`config.mk`:
```
export PLATFORM = sky130hd
export DESIGN_NAME = serial_slave
export DESIGN_NICKNAME = d
export VERILOG_FILES = /design/src/rtl/serial_slave_pkg.sv /design/src/rtl/serial_slave.sv /design/src/rtl/line_filter.sv
export SDC_FILE = /design/constraint.sdc
export NUM_CORES = 1
export LEC_CHECK = 0
export BUFFER_PORTS_ARGS = -buffer_cell sky130_fd_sc_hd__buf_2
export CAP_MARGIN = 30
export CORE_MARGIN = 3
export CORE_UTILIZATION = 51
export DETAILED_ROUTE_END_ITERATION = 8
export PLACE_DENSITY = 0.74
export RECOVER_POWER = 25
export SYNTH_ARGS = -nofsm -noshare
export SYNTH_HDL_FRONTEND = slang
export SYNTH_SLANG_ARGS = --single-unit
```
`constraint.sdc`:
```
create_clock -name clk -period 2.03 [get_ports clk]
set_input_delay 0.1015 -clock clk [delete_from_list [all_inputs] [get_ports clk]]
set_output_delay 0.1015 -clock clk [all_outputs]
set_load 0.01 [all_outputs]
```
`src/rtl/serial_slave_pkg.sv`:
```
// Purpose: constants for the two-wire control/status slave
// Assumes: 20 MHz system clock, link lines sampled as plain inputs
// Notes:   shared by the slave core and its line filter
package serial_slave_pkg;
  localparam int          SYNC_STAGES    = 2;
  localparam int          FILT_LEN       = 3;
  localparam logic [4:0]  ADDR_FIXED     = 5'h02;
  localparam logic [7:0]  CTRL_IDX0      = 8'h00;
  localparam logic [7:0]  CTRL_IDX1      = 8'h01;
  localparam logic [7:0]  STAT_IDX       = 8'h00;
  localparam logic [7:0]  CTRL_RST       = 8'h00;
  localparam logic [3:0]  BIT_LAST       = 4'h7;
  localparam logic [3:0]  BIT_ACK        = 4'h8;
  // count after start; the fall that follows a start wraps it to 0
  localparam logic [3:0]  BIT_PRE        = 4'hF;

  typedef enum logic [5:0] {
    ST_IDLE  = 6'b000001,
    ST_ADDR  = 6'b000010,
    ST_INDEX = 6'b000100,
    ST_WDATA = 6'b001000,
    ST_RDATA = 6'b010000,
    ST_SKIP  = 6'b100000
  } slave_state_e;
endpackage

```
`src/rtl/serial_slave.sv`:
```
// Purpose: two-wire slave writing two control bytes, reading one status byte
// Assumes: master drives every clock pulse; lines have external pull-ups
// Notes:   latched status clears only after master acknowledges status data
// Behaviour
// RQ1 - both lines open-drain; pull low or release only; idle both high
// RQ2 - master makes all clock pulses; slave never drives clock
// RQ3 - data changes only while clock low, except start and stop
// RQ4 - device acknowledges eight received address or data bits on ninth pulse
// RQ5 - master acknowledges status byte on ninth pulse
// RQ6 - receiver without valid byte leaves data high on ninth pulse
// RQ7 - write: acknowledge chip address, control index, control data
// RQ8 - read: device acks address, index, repeated address; master acks data
// RQ9 - start is data falling while clock high; begins a transaction
// RQ10 - stop is data rising while clock high; ends a transaction
// RQ11 - start or stop mid-byte abandons transfer and restarts sequence
// RQ12 - chip address MSB first: 00010 plus two select bits
// RQ13 - control indices 0 and 1 accepted; status index 0
// RQ14 - latched faults stay until status read acknowledged by master
// RQ15 - lines synchronised and glitch filtered before edge detection
`timescale 1ns/10ps
module serial_slave
  import serial_slave_pkg::*;
(
  // clock and reset
  input  wire logic       clk,
  input  wire logic       reset_n,
  // bus lines
  input  wire logic       scl_in,
  input  wire logic       sda_in,
  output logic            sda_out,
  output logic            sda_oe,
  // address select
  input  wire logic [1:0] addr_sel,
  // device side
  input  wire logic [7:0] status_live,
  input  wire logic [7:0] status_latch_set,
  output logic [7:0]      control0,
  output logic [7:0]      control1,
  output logic [7:0]      status_latched,
  output logic            status_read_done
);
  import serial_slave_pkg::*;

  logic scl_f;
  logic sda_f;

  line_filter u_scl (
    .clk      (clk),
    .reset_n  (reset_n),
    .line_in  (scl_in),
    .line_out (scl_f)
  );

  line_filter u_sda (
    .clk      (clk),
    .reset_n  (reset_n),
    .line_in  (sda_in),
    .line_out (sda_f)
  );

  // ************************************************************
  // edge and condition detection
  // ************************************************************
  logic scl_d_r;
  logic sda_d_r;
  logic scl_rise;
  logic scl_fall;
  logic start_c;
  logic stop_c;

  always_ff @(posedge clk or negedge reset_n) begin
    if (!reset_n) begin
      scl_d_r <= 1'b1;
      sda_d_r <= 1'b1;
    end else begin
      scl_d_r <= scl_f;
      sda_d_r <= sda_f;
    end
  end

  assign scl_rise = scl_f & ~scl_d_r;
  assign scl_fall = ~scl_f & scl_d_r;
  assign start_c  = scl_f & scl_d_r & sda_d_r & ~sda_f; // RQ9
  assign stop_c   = scl_f & scl_d_r & ~sda_d_r & sda_f; // RQ10

  // ************************************************************
  // transfer sequencer
  // ************************************************************
  slave_state_e state_r;
  slave_state_e state_nxt;
  logic [3:0]   bitcnt_r;
  logic [3:0]   bitcnt_nxt;
  logic [7:0]   shift_r;
  logic [7:0]   shift_nxt;
  logic [7:0]   index_r;
  logic [7:0]   index_nxt;
  logic         ack_r;
  logic         ack_nxt;
  logic         drive_r;
  logic         drive_nxt;
  logic         rd_ok_r;
  logic         rd_ok_nxt;
  logic [7:0]   ctl0_r;
  logic [7:0]   ctl0_nxt;
  logic [7:0]   ctl1_r;
  logic [7:0]   ctl1_nxt;
  logic         done_r;
  logic         done_nxt;
  logic [7:0]   tx_r;
  logic [7:0]   tx_nxt;
  logic [6:0]   my_addr;

  assign my_addr = {ADDR_FIXED, addr_sel}; // RQ12

  always_comb begin
    state_nxt  = state_r;
    bitcnt_nxt = bitcnt_r;
    shift_nxt  = shift_r;
    index_nxt  = index_r;
    ack_nxt    = ack_r;
    drive_nxt  = drive_r;
    rd_ok_nxt  = rd_ok_r;
    ctl0_nxt   = ctl0_r;
    ctl1_nxt   = ctl1_r;
    done_nxt   = 1'b0;
    tx_nxt     = tx_r;
    if (start_c) begin // RQ11
      state_nxt  = ST_ADDR;
      bitcnt_nxt = BIT_PRE;
      drive_nxt  = 1'b0;
      ack_nxt    = 1'b0;
    end else if (stop_c) begin // RQ11
      state_nxt = ST_IDLE;
      drive_nxt = 1'b0;
      ack_nxt   = 1'b0;
    end else if (scl_rise && state_r != ST_IDLE && state_r != ST_SKIP) begin
      if (bitcnt_r <= BIT_LAST) begin
        shift_nxt = {shift_r[6:0], sda_f};
      end else if (state_r == ST_RDATA && !sda_f) begin // RQ5
        done_nxt = 1'b1; // RQ14
      end
    end else if (scl_fall) begin
      case (state_r)
        ST_IDLE, ST_SKIP: begin
          drive_nxt = 1'b0;
        end
        ST_RDATA: begin
          if (bitcnt_r == BIT_ACK) begin
            state_nxt = ST_SKIP;
            drive_nxt = 1'b0;
          end else begin
            bitcnt_nxt = bitcnt_r + 4'h1;
            drive_nxt  = (bitcnt_r < BIT_LAST) & ~tx_r[3'(BIT_LAST - 4'h1 - bitcnt_r)];
            tx_nxt     = tx_r;
          end
        end
        default: begin
          if (bitcnt_r == BIT_LAST) begin
            bitcnt_nxt = BIT_ACK;
            ack_nxt    = 1'b0;
            case (state_r)
              ST_ADDR: begin
                if (shift_r[7:1] == my_addr) begin
                  if (shift_r[0]) begin
                    ack_nxt = rd_ok_r; // RQ8
                  end else begin
                    ack_nxt = 1'b1; // RQ7
                  end
                end
              end
              ST_INDEX: begin
                ack_nxt = 1'b1;
              end
              default: begin
                ack_nxt = (index_r == CTRL_IDX0) | (index_r == CTRL_IDX1); // RQ13
              end
            endcase
            drive_nxt = ack_nxt; // RQ4 RQ6
          end else if (bitcnt_r == BIT_ACK) begin
            drive_nxt  = 1'b0;
            bitcnt_nxt = 4'h0;
            if (!ack_r) begin
              state_nxt = ST_SKIP; // RQ6
            end else begin
              case (state_r)
                ST_ADDR: begin
                  if (shift_r[0]) begin
                    state_nxt = ST_RDATA;
                    tx_nxt    = status_live | status_latched;
                    drive_nxt = ~(status_live[7] | status_latched[7]);
                    rd_ok_nxt = 1'b0;
                  end else begin
                    state_nxt = ST_INDEX;
                  end
                end
                ST_INDEX: begin
                  index_nxt = shift_r;
                  rd_ok_nxt = (shift_r == STAT_IDX); // RQ13
                  state_nxt = ST_WDATA;
                end
                ST_WDATA: begin
                  if (index_r == CTRL_IDX0) begin
                    ctl0_nxt = shift_r;
                  end else if (index_r == CTRL_IDX1) begin
                    ctl1_nxt = shift_r;
                  end
                  state_nxt = ST_SKIP;
                end
                default: begin
                  state_nxt = ST_SKIP;
                end
              endcase
            end
          end else begin
            bitcnt_nxt = bitcnt_r + 4'h1;
          end
        end
      endcase
    end
  end

  always_ff @(posedge clk or negedge reset_n) begin
    if (!reset_n) begin
      state_r  <= ST_IDLE;
      bitcnt_r <= 4'h0;
      shift_r  <= 8'h00;
      index_r  <= 8'h00;
      ack_r    <= 1'b0;
      drive_r  <= 1'b0;
      rd_ok_r  <= 1'b0;
      ctl0_r   <= CTRL_RST;
      ctl1_r   <= CTRL_RST;
      done_r   <= 1'b0;
      tx_r     <= 8'h00;
    end else begin
      state_r  <= state_nxt;
      bitcnt_r <= bitcnt_nxt;
      shift_r  <= shift_nxt;
      index_r  <= index_nxt;
      ack_r    <= ack_nxt;
      drive_r  <= drive_nxt;
      rd_ok_r  <= rd_ok_nxt;
      ctl0_r   <= ctl0_nxt;
      ctl1_r   <= ctl1_nxt;
      done_r   <= done_nxt;
      tx_r     <= tx_nxt;
    end
  end

  // ************************************************************
  // latched status bits
  // ************************************************************
  logic [7:0] latch_r;
  logic [7:0] latch_nxt;

  always_comb begin
    latch_nxt = latch_r;
    if (done_nxt) begin
      latch_nxt = 8'h00; // RQ14
    end
    latch_nxt = latch_nxt | status_latch_set;
  end

  always_ff @(posedge clk or negedge reset_n) begin
    if (!reset_n) begin
      latch_r <= 8'h00;
    end else begin
      latch_r <= latch_nxt;
    end
  end

  // data line only pulled low, clock never driven
  assign sda_out          = 1'b0; // RQ1 RQ2
  assign sda_oe           = drive_r; // RQ3
  assign control0         = ctl0_r;
  assign control1         = ctl1_r;
  assign status_latched   = latch_r;
  assign status_read_done = done_r;

  // ************************************************************
  // assertions
  // ************************************************************
  AST_NO_DRIVE_IDLE: assert property (@(posedge clk) disable iff (!reset_n)
    (state_r == ST_IDLE) |-> !sda_oe) else $error("drives line while idle"); // RQ1
  AST_OE_CHANGES_LOW: assert property (@(posedge clk) disable iff (!reset_n)
    $changed(sda_oe) && !$past(start_c) && !$past(stop_c) |-> !scl_d_r)
    else $error("data drive changed with clock high"); // RQ3
  AST_START_RESTART: assert property (@(posedge clk) disable iff (!reset_n)
    start_c |=> state_r == ST_ADDR && bitcnt_r == BIT_PRE) else $error("start not taken"); // RQ9
  AST_STOP_IDLE: assert property (@(posedge clk) disable iff (!reset_n)
    stop_c && !start_c |=> state_r == ST_IDLE) else $error("stop not taken"); // RQ10
  AST_ACK_ON_NINTH: assert property (@(posedge clk) disable iff (!reset_n)
    scl_fall && !start_c && !stop_c && bitcnt_r == BIT_LAST
      && state_r == ST_INDEX |=> sda_oe) else $error("index byte not acked"); // RQ4
  AST_BAD_ADDR_NAK: assert property (@(posedge clk) disable iff (!reset_n)
    scl_fall && !start_c && !stop_c && bitcnt_r == BIT_LAST && state_r == ST_ADDR
      && shift_r[7:1] != my_addr |=> !sda_oe) else $error("foreign address acked"); // RQ6
  AST_LATCH_HOLD: assert property (@(posedge clk) disable iff (!reset_n)
    !done_nxt |=> (latch_r & $past(latch_r)) == $past(latch_r))
    else $error("latched bit lost"); // RQ14
  AST_CLEAR_AFTER_ACK: assert property (@(posedge clk) disable iff (!reset_n)
    done_r |-> latch_r == $past(status_latch_set)) else $error("latch not cleared"); // RQ14
  AST_CTRL_STABLE: assert property (@(posedge clk) disable iff (!reset_n)
    state_r != ST_WDATA |=> $stable(ctl0_r) && $stable(ctl1_r))
    else $error("control written outside data byte"); // RQ7

  COV_WRITE0: cover property (@(posedge clk) disable iff (!reset_n) $changed(ctl0_r));
  COV_WRITE1: cover property (@(posedge clk) disable iff (!reset_n) $changed(ctl1_r));
  COV_READ:   cover property (@(posedge clk) disable iff (!reset_n) done_r);
  COV_ABORT:  cover property (@(posedge clk) disable iff (!reset_n)
    start_c && state_r == ST_INDEX);
endmodule

```
`src/rtl/line_filter.sv`:
```
// Purpose: synchronise and deglitch one bus line
// Assumes: line idles high
// Notes:   output changes only after FILT_LEN equal samples
`timescale 1ns/10ps
module line_filter
  import serial_slave_pkg::*;
(
  // clock and reset
  input  wire logic clk,
  input  wire logic reset_n,
  // line
  input  wire logic line_in,
  output logic      line_out
);
  logic [SYNC_STAGES-1:0] sync_r;
  logic [FILT_LEN-1:0]    hist_r;
  logic [FILT_LEN-1:0]    hist_nxt;
  logic                   out_r;
  logic                   out_nxt;

  always_comb begin
    hist_nxt = {hist_r[FILT_LEN-2:0], sync_r[SYNC_STAGES-1]};
    out_nxt  = out_r;
    if (&hist_r) begin // RQ15
      out_nxt = 1'b1;
    end else if (~|hist_r) begin
      out_nxt = 1'b0;
    end
  end

  always_ff @(posedge clk or negedge reset_n) begin
    if (!reset_n) begin
      sync_r <= '1;
      hist_r <= '1;
      out_r  <= 1'b1;
    end else begin
      sync_r <= {sync_r[SYNC_STAGES-2:0], line_in};
      hist_r <= hist_nxt;
      out_r  <= out_nxt;
    end
  end

  assign line_out = out_r;
endmodule

```
* After elaboration in Yosys (flattened, before gate mapping)
Index checks and enable logic that the tools add are counted.
W data, S select, Z words.
** Word-level totals
- Bits in registers :: 76
- Input bits :: 22
- Memories :: 0
- Bits in latches :: 0
- RAM bits :: 0
- Bits in read-only memories :: 0
- Logic and storage cells :: 153
** Cells by class
- Multiplexer cells :: 53
- Reduce and logical (&&, ||, !) cells :: 28
- Add/sub/neg operators :: 2
- Div/mod/pow operators :: 0
- Bitwise gates (word level) :: 24
- Equal/unequal tests :: 23
- Multiply operators :: 0
- Magnitude comparators :: 3
- Shift-type cells :: 0
** Operators by type and width (number)
- $mux W6 :: 8
- $reduce_and A10 Y1 :: 3
- $mux W1 :: 29
- $mux W4 :: 7
- $pmux W6 S2 :: 2
- $logic_not A8 Y1 :: 2
- $or A8 B8 Y8 :: 2
- $not A1 Y1 :: 12
- $reduce_and A11 Y1 :: 1
- $reduce_and A5 Y1 :: 2
- $ne A3 B3 Y1 const B :: 3
- $reduce_and A3 Y1 :: 3
- $reduce_and A9 Y1 :: 1
- $reduce_bool A3 Y1 :: 3
- $reduce_or A3 Y1 :: 3
- $and A1 B1 Y1 :: 8
- $eq A8 B1 Y1 const B :: 1
- $mux W8 :: 1
- $ne A2 B2 Y1 const B :: 4
- $pmux W4 S2 :: 1
- $reduce_and A4 Y1 :: 2
- $eq A7 B4 Y1 :: 1
- $eq A6 B1 Y1 const B :: 1
- $eq A6 B2 Y1 const B :: 1
- 25 further kinds :: 32

* Logic depth before layout (Yosys ltp)
Gate-level depths: netlist of run 1.
- Word-level depth :: 12
- Gate-level depth with buffers :: 8
- Depth with buffers taken out :: 7

* Hierarchy
From an unflattened synthesis of run 1, not the netlist that was laid out.
** Unflattened totals
- Cells, all modules :: 279
- Area, all modules :: 3425.8 µm²
** By module, submodules not included
- serial_slave :: area each 3072.9 µm², times used 1, cells an instance 259
- line_filter :: area each 176.4 µm², times used 2, cells an instance 10

* Worst setup path before layout of run 1
No wires, ideal clock.
- Path type :: register to register
- Start :: register bitcnt_r[0]
- End :: register index_r[0]
- Cell stages (with the launch flop) :: 9
- Period minus slack after synthesis :: 2.024 ns
- Required time :: 1.905 ns
- Path buffers :: 1
- Data arrival time :: 1.899 ns
- Path slack :: 0.006 ns
- Cell sequence :: dfrtp_1 inv_1 ha_1 and3b_2 nand3_4 nand2b_4 or2_1 buf_6 mux2_4
** On the way
- Longest elaborated chain between the ends :: 3
- Elaborated cells between the ends (all ways) :: 4
- Those cells by class :: 2 x eq/ne; 1 x bitwise; 1 x reduce/logical
** Ends and longest elaborated chain
- start, declared :: RTL line serial_slave.sv:91 : logic [3:0] bitcnt_r;
- start signal, assigned :: RTL line serial_slave.sv:237 : bitcnt_r <= bitcnt_nxt;
- $eq A4 B3 Y1 :: RTL line serial_slave.sv:158 : if (bitcnt_r == BIT_LAST) begin
- $not A1 Y1 (no source line)
- $reduce_and A9 Y1 (no source line) *
- end signal, assigned :: RTL line serial_slave.sv:239 : index_r <= index_nxt;
- end, declared :: RTL line serial_slave.sv:95 : logic [7:0] index_r;
Every way passes the cells marked *; elsewhere a longest branch is shown, timed or not.
A chain may end at the register's enable or synchronous reset.

* Worst setup path in the final report of run 1
- Start :: register bitcnt_r[0]
- End :: register index_r[1]
The elaborated chain is that of the path after synthesis.

==> results.md, run 1 <==
* Final hold violation count at 0
* Drt drc at 0
* Syn Area/Cell at 12.6 µm²
* Final min period at 1.94 ns
* Layout cells sized above 1 at 0.390
* Die height at 87.7 µm
* Final slew viol count at 0
* Commonest cells post-synth: dfrtp_1 (61), nor2_1 (26), mux2_2 (18), dfstp_2 (15), nand2_1 (15)
* Synth top area share at 0.449
* Crit Path Class: reg -> reg
* Endpoints failing setup at 0
* Post-synthesis async set-or-reset flop share at 1.00
* Ys flop type: dfrtp_1
* Crit path DAT at 2.17 ns
* Root Buffer: clkbuf_8
* Synthesis-to-layout area growth at 21.4%
* RePlAce Congestion at 0.912
* RSZ-0062 raised after global routing: no
* DRT iter0 DRCs at 139
* Peak supply drop at 0.000630 V
* Highest clock rate at 515 MHz
* GR Overflow Total at 0
* Initial antenna violation count at 0
* Netlist cell types at 57
* Largest net degree at the start of global routing at 38
* Most frequent cell after synthesis: dfrtp_1
* GRT Util Overall at 0.197
* Final worst-path cycle share at 0.957
* Final ANT Viol Nets at 0
* Core Box Area at 0.00642 mm²
* Leakage power at 0.00195 µW
* Worst-path clk slew at 0.08 ns
* Clock sinks at 76
* Cells after synthesis at 270
* Internal Pwr Total at 2650 µW
* Wire per inst at 16.1 µm
* Sequential power share at 0.474
* Clk_lat worst skew at 0.34 ns
* Outcome: finished, final reports clean
* Clock Skew at 0.00652 ns
* Main area contributors after synthesis: dfrtp_1 (45%), dfstp_2 (12%), mux2_2 (6.0%), mux2_4 (3.5%), nor2_1 (2.9%)
* Final nets at 374
* Die Wd at 87.7 µm
* Post-DP HPWL at 4960 µm
* First-pass GRT wire length at 11600 µm
* Longest Clk Path Bufs at 2
* Sw Ratio at 0.328
* Initial Util at 0.530
* # diodes at 0
* Dpl ws at -0.0378 ns
* Worst-Margin Slew at 0.911 ns
* Yosys warns at 0
* Share of total power in combinational logic at 0.267
* Vias in the first global route at 2406
* Power per standard cell area at 955 mW/mm²
* Drt total wl at 6940 µm
* CTS Buf Count at 9
* Number of max-cap violations at 0
* Power share of the clock group at 0.259
* R2R Setup Slk at 0.09 ns
* Worst Path Max Fanout at 9
* Setup TNS at 0 ns
* Drt via density at 5.48
* Final WS setup at 0.0876 ns
* Pre-antenna DRT Iters at 4
* WP data required at 2.25 ns
* Rel. slew slack at 0.392
* Seq/Total Area, Yosys at 0.565
* Worst setup EP type: register
* Switching Power at 1290 µW
* Syn Nets at 295
* Synth Cell Area at 0.00340 mm²
* Worst min path class: in -> reg
* Ports at 49
* Port Buffers at 47
* Die area at 0.00768 mm²
* H-tree depth at 3
* Crit path launch type: register
* #FFs+latches synth at 76
* Vias after detailed routing at 2364
* CTS tree: built
* Cell Rows at 29
* Post-synth top area cell: dfrtp_1
* Post-synth EDFFs at 0
* Setup Fix Bufs, Post-CTS at 0
## area by class of cell
class                           instances  area (µm²)
Clock buffer                           10         138
Clock inverter                          6        40.0
Fill cell                             487        2290
Inverter                                9        33.8
Multi-Input combinational cell        176        1400
Sequential cell                        76        1920
Tap cell                               77        96.3
Timing Repair Buffer                   77         500
## power groups by stage
stage / Combinational, µW / Clock, µW / Sequential (µW)
after floorplan: 708 / 0 / 1840
after CTS: 1030 / 1040 / 1870
after detailed placement: 1010 / 0 / 1890
after global placement: 980 / 0 / 1890
final: 1050 / 1020 / 1870
after global routing: 1160 / 1110 / 1900
## flip-flops by register name (all words and copies together), names as in the netlist, 2 cells and up
name / flops
u_scl.hist_r: 3
u_sda.sync_r: 2
shift_r: 8
bitcnt_r: 4
u_scl.sync_r: 2
index_r: 8
state_r: 6
control0: 8
tx_r: 8
control1: 8
u_sda.hist_r: 3
status_latched: 8
## path summary, 6_finish.rpt
kind | start | end | cells past startpoint
max | bitcnt_r[0] | index_r[1] | 7
min | status_live[6] | tx_r[6] | 3
max reg2reg | bitcnt_r[0] | index_r[1] | 7
min reg2reg | u_sda.sync_r[0] | u_sda.sync_r[1] | 0
max in group asynchronous | reset_n | u_sda.hist_r[2] | 3
min in group asynchronous | reset_n | index_r[5] | 2
## critical path: stages (launching register included)
cell,delay (ns)
dfrtp_1,0.38
inv_1,0.09
ha_1,0.22
and3b_2,0.24
nand3_4,0.11
nand2b_4,0.18
or2_4,0.30
mux2_4,0.31
## placed cells by master, fill, tap and decap left out, types with 4 or more instances in the layout
cell,instances
buf_4,18
nand2_1,14
o211ai_1,4
nor2_1,26
mux2_1,6
inv_1,9
dfrtp_1,61
clkbuf_8,10
a21oi_1,14
a21o_1,10
mux2_4,8
mux2_2,18
buf_2,46
nand4b_1,7
dlygate4sd3_1,11
o21ai_0,9
dfstp_2,12
## per-stage QoR
stage	instances	utilization	instance area [µm²]	hold WS [ns]	power (µW)
global route	431	0.643	4130	0.0292	4170
floorplan	270	-	3400	-0.194	2550
global placement	404	0.595	3820	0.0859	2870
CTS	431	0.640	4110	0.0188	3940
detailed placement	404	0.595	3820	0.0923	2900
finish	431	0.643	4130	0.0236	3940
## repair_timing
| action | in CTS | in global routing |
|---|---|---|
| gates resized for setup | 1 | 4 |
| endpoints found under the hold margin | 36 | 0 |
| hold buffers | 11 | 0 |
| setup endpoints to repair | 8 | 16 |
## metal layers
| layer | share of wire | wire (µm) | vias up | GRT usage |
|---|---|---|---|---|
| met5 | 0 | 0 | - | 0 |
| met4 | 0.012 | 80 | 0 | 0.0600 |
| met3 | 0.036 | 248 | 6 | 0.0470 |
| met2 | 0.49 | 3410 | 48 | 0.312 |
| met1 | 0.46 | 3210 | 1175 | 0.270 |
| li1 | - | - | 1135 | - |
## cells by family after synthesis
| logic type | Yosys count | synth area share |
|---|---|---|
| simple gates | 78 | 0.141 |
| xor+xnor | 5 | 0.0129 |
| flops | 76 | 0.565 |
| buf+inv | 18 | 0.0298 |
| compound gates | 54 | 0.109 |
| other cells | 1 | 0.00110 |
| fa+ha+maj | 3 | 0.0110 |
| mux | 35 | 0.131 |
(Power assumes the default switching activity.)
==> inputs of run 2 (changes only) <==
--- a/config.mk
+++ b/config.mk
@@ -5,12 +5,13 @@
 export SDC_FILE = /design/constraint.sdc
 export NUM_CORES = 1
 export LEC_CHECK = 0
+export ABC_AREA = 1
 export BUFFER_PORTS_ARGS = -buffer_cell sky130_fd_sc_hd__buf_2
 export CAP_MARGIN = 30
 export CORE_MARGIN = 3
-export CORE_UTILIZATION = 51
+export CORE_UTILIZATION = 52
 export DETAILED_ROUTE_END_ITERATION = 8
-export PLACE_DENSITY = 0.74
+export PLACE_DENSITY = 0.75
 export RECOVER_POWER = 25
 export SYNTH_ARGS = -nofsm -noshare
 export SYNTH_HDL_FRONTEND = slang
==> run 2 against run 1 <==
Die area increased by 3.8%. Setup slack better by 0.12 ns. Global-route usage grew 0.15 points. Synthesized cell count increased by 47%. Sequential share of layout area fell by 1.2 points. Clock power increased by 16%. Sequential cell count stayed put. Combinational power increased by 8%. Area after synthesis rose by 6.1%. Clock skew grew 0.0031 ns. Maximum frequency increased by 6.3%. Total power grew 6.1%.
==> results.md, run 2 <==
* Outcome: finished, final reports clean
* Worst setup EP type: register
* RSZ-0062 raised after global routing: no
* Clk_lat worst skew at 0.35 ns (about the same)
* Worst Hold End: tx_r[4]
* FF-to-FF path depth at 5 (-2)
* Peak supply drop at 0.000542 V (-14%)
* Highest clock rate at 547 MHz (+6.3%)
* Drt drc at 0 (unchanged)
* Wire per inst at 13.0 µm (-19%)
* Most frequent cells in the layout: nand2_1 (88), inv_1 (69), dfrtp_1 (61), buf_2 (46), o21ai_1 (32)
* Post-synthesis async set-or-reset flop share at 1.00 (unchanged)
* Final hold violation count at 0 (unchanged)
* Slowest stage delay, CP at 0.62 ns (+0.24 ns)
* Most common cell after layout, fill and taps aside: nand2_1
* Worst path slowest cell: dfstp_1
* Top routing layer in use: met4
* Area after DPL at 0.00392 mm² (+2.6%)
* Cell Rows at 29 (unchanged)
* CTS Buf Count at 9 (unchanged)
* Power per standard cell area at 986 mW/mm² (+3.2%)
* Vias in the first global route at 2625 (+9.1%)
* Leakage power at 0.00227 µW (+16%)
* Seq/Total Area, Yosys at 0.532 (-0.0327)
* Pre-antenna DRT Iters at 5 (+1)
* Final Util at 0.650 (+0.00671)
* Die height at 89.3 µm (+1.9%)
* Worst Path Max Fanout at 5 (-4)
* Syn Nets at 422 (+43%)
* Ports at 49 (unchanged)
* Endpoints failing setup at 0 (unchanged)
* #FFs+latches synth at 76 (unchanged)
* Worst-Margin Slew at 1.09 ns (+0.174 ns)
* Sw Ratio at 0.363 (+0.0353)
* Worst hold stages at 4 (+1)
* Internal Pwr Total at 2670 µW (+0.50%)
* Cells after synthesis at 397 (+47%)
* Post-synth EDFFs at 0 (unchanged)
* Initial antenna violation count at 0 (unchanged)
* Post-DP HPWL at 5030 µm (+1.5%)
* Setup TNS at 0 ns (unchanged)
* Root Buffer: clkbuf_8
* Rel. slew slack at 0.277 (-0.116)
* Power share of the clock group at 0.282 (+0.023)
* Clock Skew at 0.00958 ns (+0.00305 ns)
* # diodes at 0 (unchanged)
* Final worst-path cycle share at 0.900 (-0.0568)
* Port Buffers at 47 (unchanged)
* DRT iter0 DRCs at 157 (+13%)
* Hold_sp: status_live[4]
* Final slew viol count at 0 (unchanged)
* Crit path launch type: register
* Ys flop type: dfrtp_1
* R2R Setup Slk at 0.20 ns (+0.12 ns)
* Die Wd at 89.3 µm (+1.9%)
* Worst min path class: in -> reg
* Drt via density at 5.05 (-7.9%)
* Final nets at 490 (+31%)
* Netlist cell types at 34 (-40%)
* Worst-path clk slew at 0.08 ns (about the same)
* WL met2 at 3410 µm (+0.18%)
* Share of total power in combinational logic at 0.269 (+0.002)
* Wire length on met3 at 304 µm (+23%)
* CP cell instances: inv_1 > nor4_1 > nor2_1 > nand2_1 > o22ai_1
* Bufs and invs on worst path at 1 (unchanged)
* Clock sinks at 76 (unchanged)
* Longest Clk Path Bufs at 2 (unchanged)
* Synth top area share at 0.423 (-0.0260)
* Final ANT Viol Nets at 0 (unchanged)
* Commonest cells post-synth: nand2_1 (88), inv_1 (69), dfrtp_1 (61), o21ai_1 (32), nor2_1 (26)
* Number of max-cap violations at 0 (unchanged)
* Main area contributors after synthesis: dfrtp_1 (42%), dfstp_2 (11%), nand2_1 (9.2%), inv_1 (7.2%), o21ai_1 (4.4%)
* Reg-to-reg endpoint: state_r[5]
* GR Overflow Total at 0 (unchanged)
* Die area at 0.00798 mm² (+3.8%)
* H-tree depth at 3 (unchanged)
* Most frequent cell after synthesis: nand2_1
* Largest net degree at the start of global routing at 46 (+21%)
* Synthesis-to-layout area growth at 17.6%
* Post-synth top area cell: dfrtp_1
* RePlAce Congestion at 0.873 (-4.2%)
* Fin area at 0.00424 mm² (+2.8%)
* First-pass GRT wire length at 11900 µm (+2.9%)
* Layout cells sized above 1 at 0.260 (-0.130)
* Yosys warns at 0 (unchanged)
* Drt total wl at 7130 µm (+2.7%)
* Core Box Area at 0.00653 mm² (+1.7%)
* Crit-path leading delay family: simple AND/OR/NAND/NOR gates
* Reg-to-reg startpoint: u_scl.line_out
* Met1 WL at 3320 µm (+3.6%)
* Vias after detailed routing at 2762 (+17%)
* Syn Area/Cell at 9.09 µm² (-28%)
* Crit path DAT at 2.06 ns (-0.11 ns)
* Crit Path Class: reg -> reg
* Setup Fix Bufs, Post-CTS at 0 (unchanged)
* WP data required at 2.26 ns (about the same)
* Synth Cell Area at 0.00361 mm² (+6.1%)
* Final min period at 1.83 ns (-0.115 ns)
* Initial Util at 0.553 (+0.0232)
* CTS tree: built
* GRT Util Overall at 0.198 (+0.00149)
* Sequential power share at 0.448 (-0.026)
* Hold slack at 0.0344 ns (+0.0108 ns)
* Switching Power at 1520 µW (+17%)
## run 2: stage by stage
stage          setup WS [ns]  instances  total power, µW
2_1_floorplan          0.278        397             2690
3_5_place_dp           0.175        520             3000
5_1_grt               0.0693        547             4450
3_3_place_gp           0.270        520             2960
4_1_cts                0.153        547             4210
6_report               0.203        547             4180
## run 2: power groups by stage
stage | Sequential (µW) | Clock, µW | Combinational [µW]
2_1_floorplan | 1880 | 0 | 809
3_3_place_gp | 1890 | 0 | 1070
3_5_place_dp | 1910 | 0 | 1100
4_1_cts | 1880 | 1210 | 1130
5_1_grt | 1900 | 1270 | 1280
6_report | 1880 | 1180 | 1130
## run 2: kinds of logic after synthesis
kind of cell,count (synthesis),synth area share
xor gates and xnor gates,2,0.00485
DFF,76,0.532
AOI/OAI and AO/OA,68,0.116
other,1,0.00104
adders and majority gates,3,0.0104
and+or+nand+nor,172,0.247
buffers and inverters,75,0.0884
## run 2: worst min-delay path: stages
cell     delay, ns
buf_2         0.07
or2_2         0.10
o21ai_2       0.05
inv_1         0.04
## run 2: worst max path at each step
stage,from,end,slack [ns],cells after the start
after floorplan,bitcnt_r[0],tx_r[0],0.28,10
after global placement,bitcnt_r[1],control1[5],0.27,9
after detailed placement,bitcnt_r[1],control1[4],0.18,9
after CTS,bitcnt_r[1],control1[4],0.15,9
after global routing,u_scl.line_out,state_r[1],0.07,5
final,u_scl.line_out,state_r[5],0.20,5
## run 2: routing by layer
metal	global-route usage	vias up
met3	0.0498	9
met1	0.263	1290
met5	0	-
li1	-	1389
met2	0.315	74
met4	0.0744	0
## run 2: final cells by class
type	count	area (µm²)
Multi-Input combinational cell	246	1380
Fill cell	528	2290
Timing Repair Buffer	63	383
Inverter	69	259
Clock buffer	9	124
Clock inverter	7	82.6
Tap cell	77	96.3
Sequential cell	76	1920
## run 2: repair_timing
action,CTS,global route
endpoints found under the hold margin,40,0
setup endpoints to repair,0,6
gates resized for setup,0,1
hold buffers,11,0
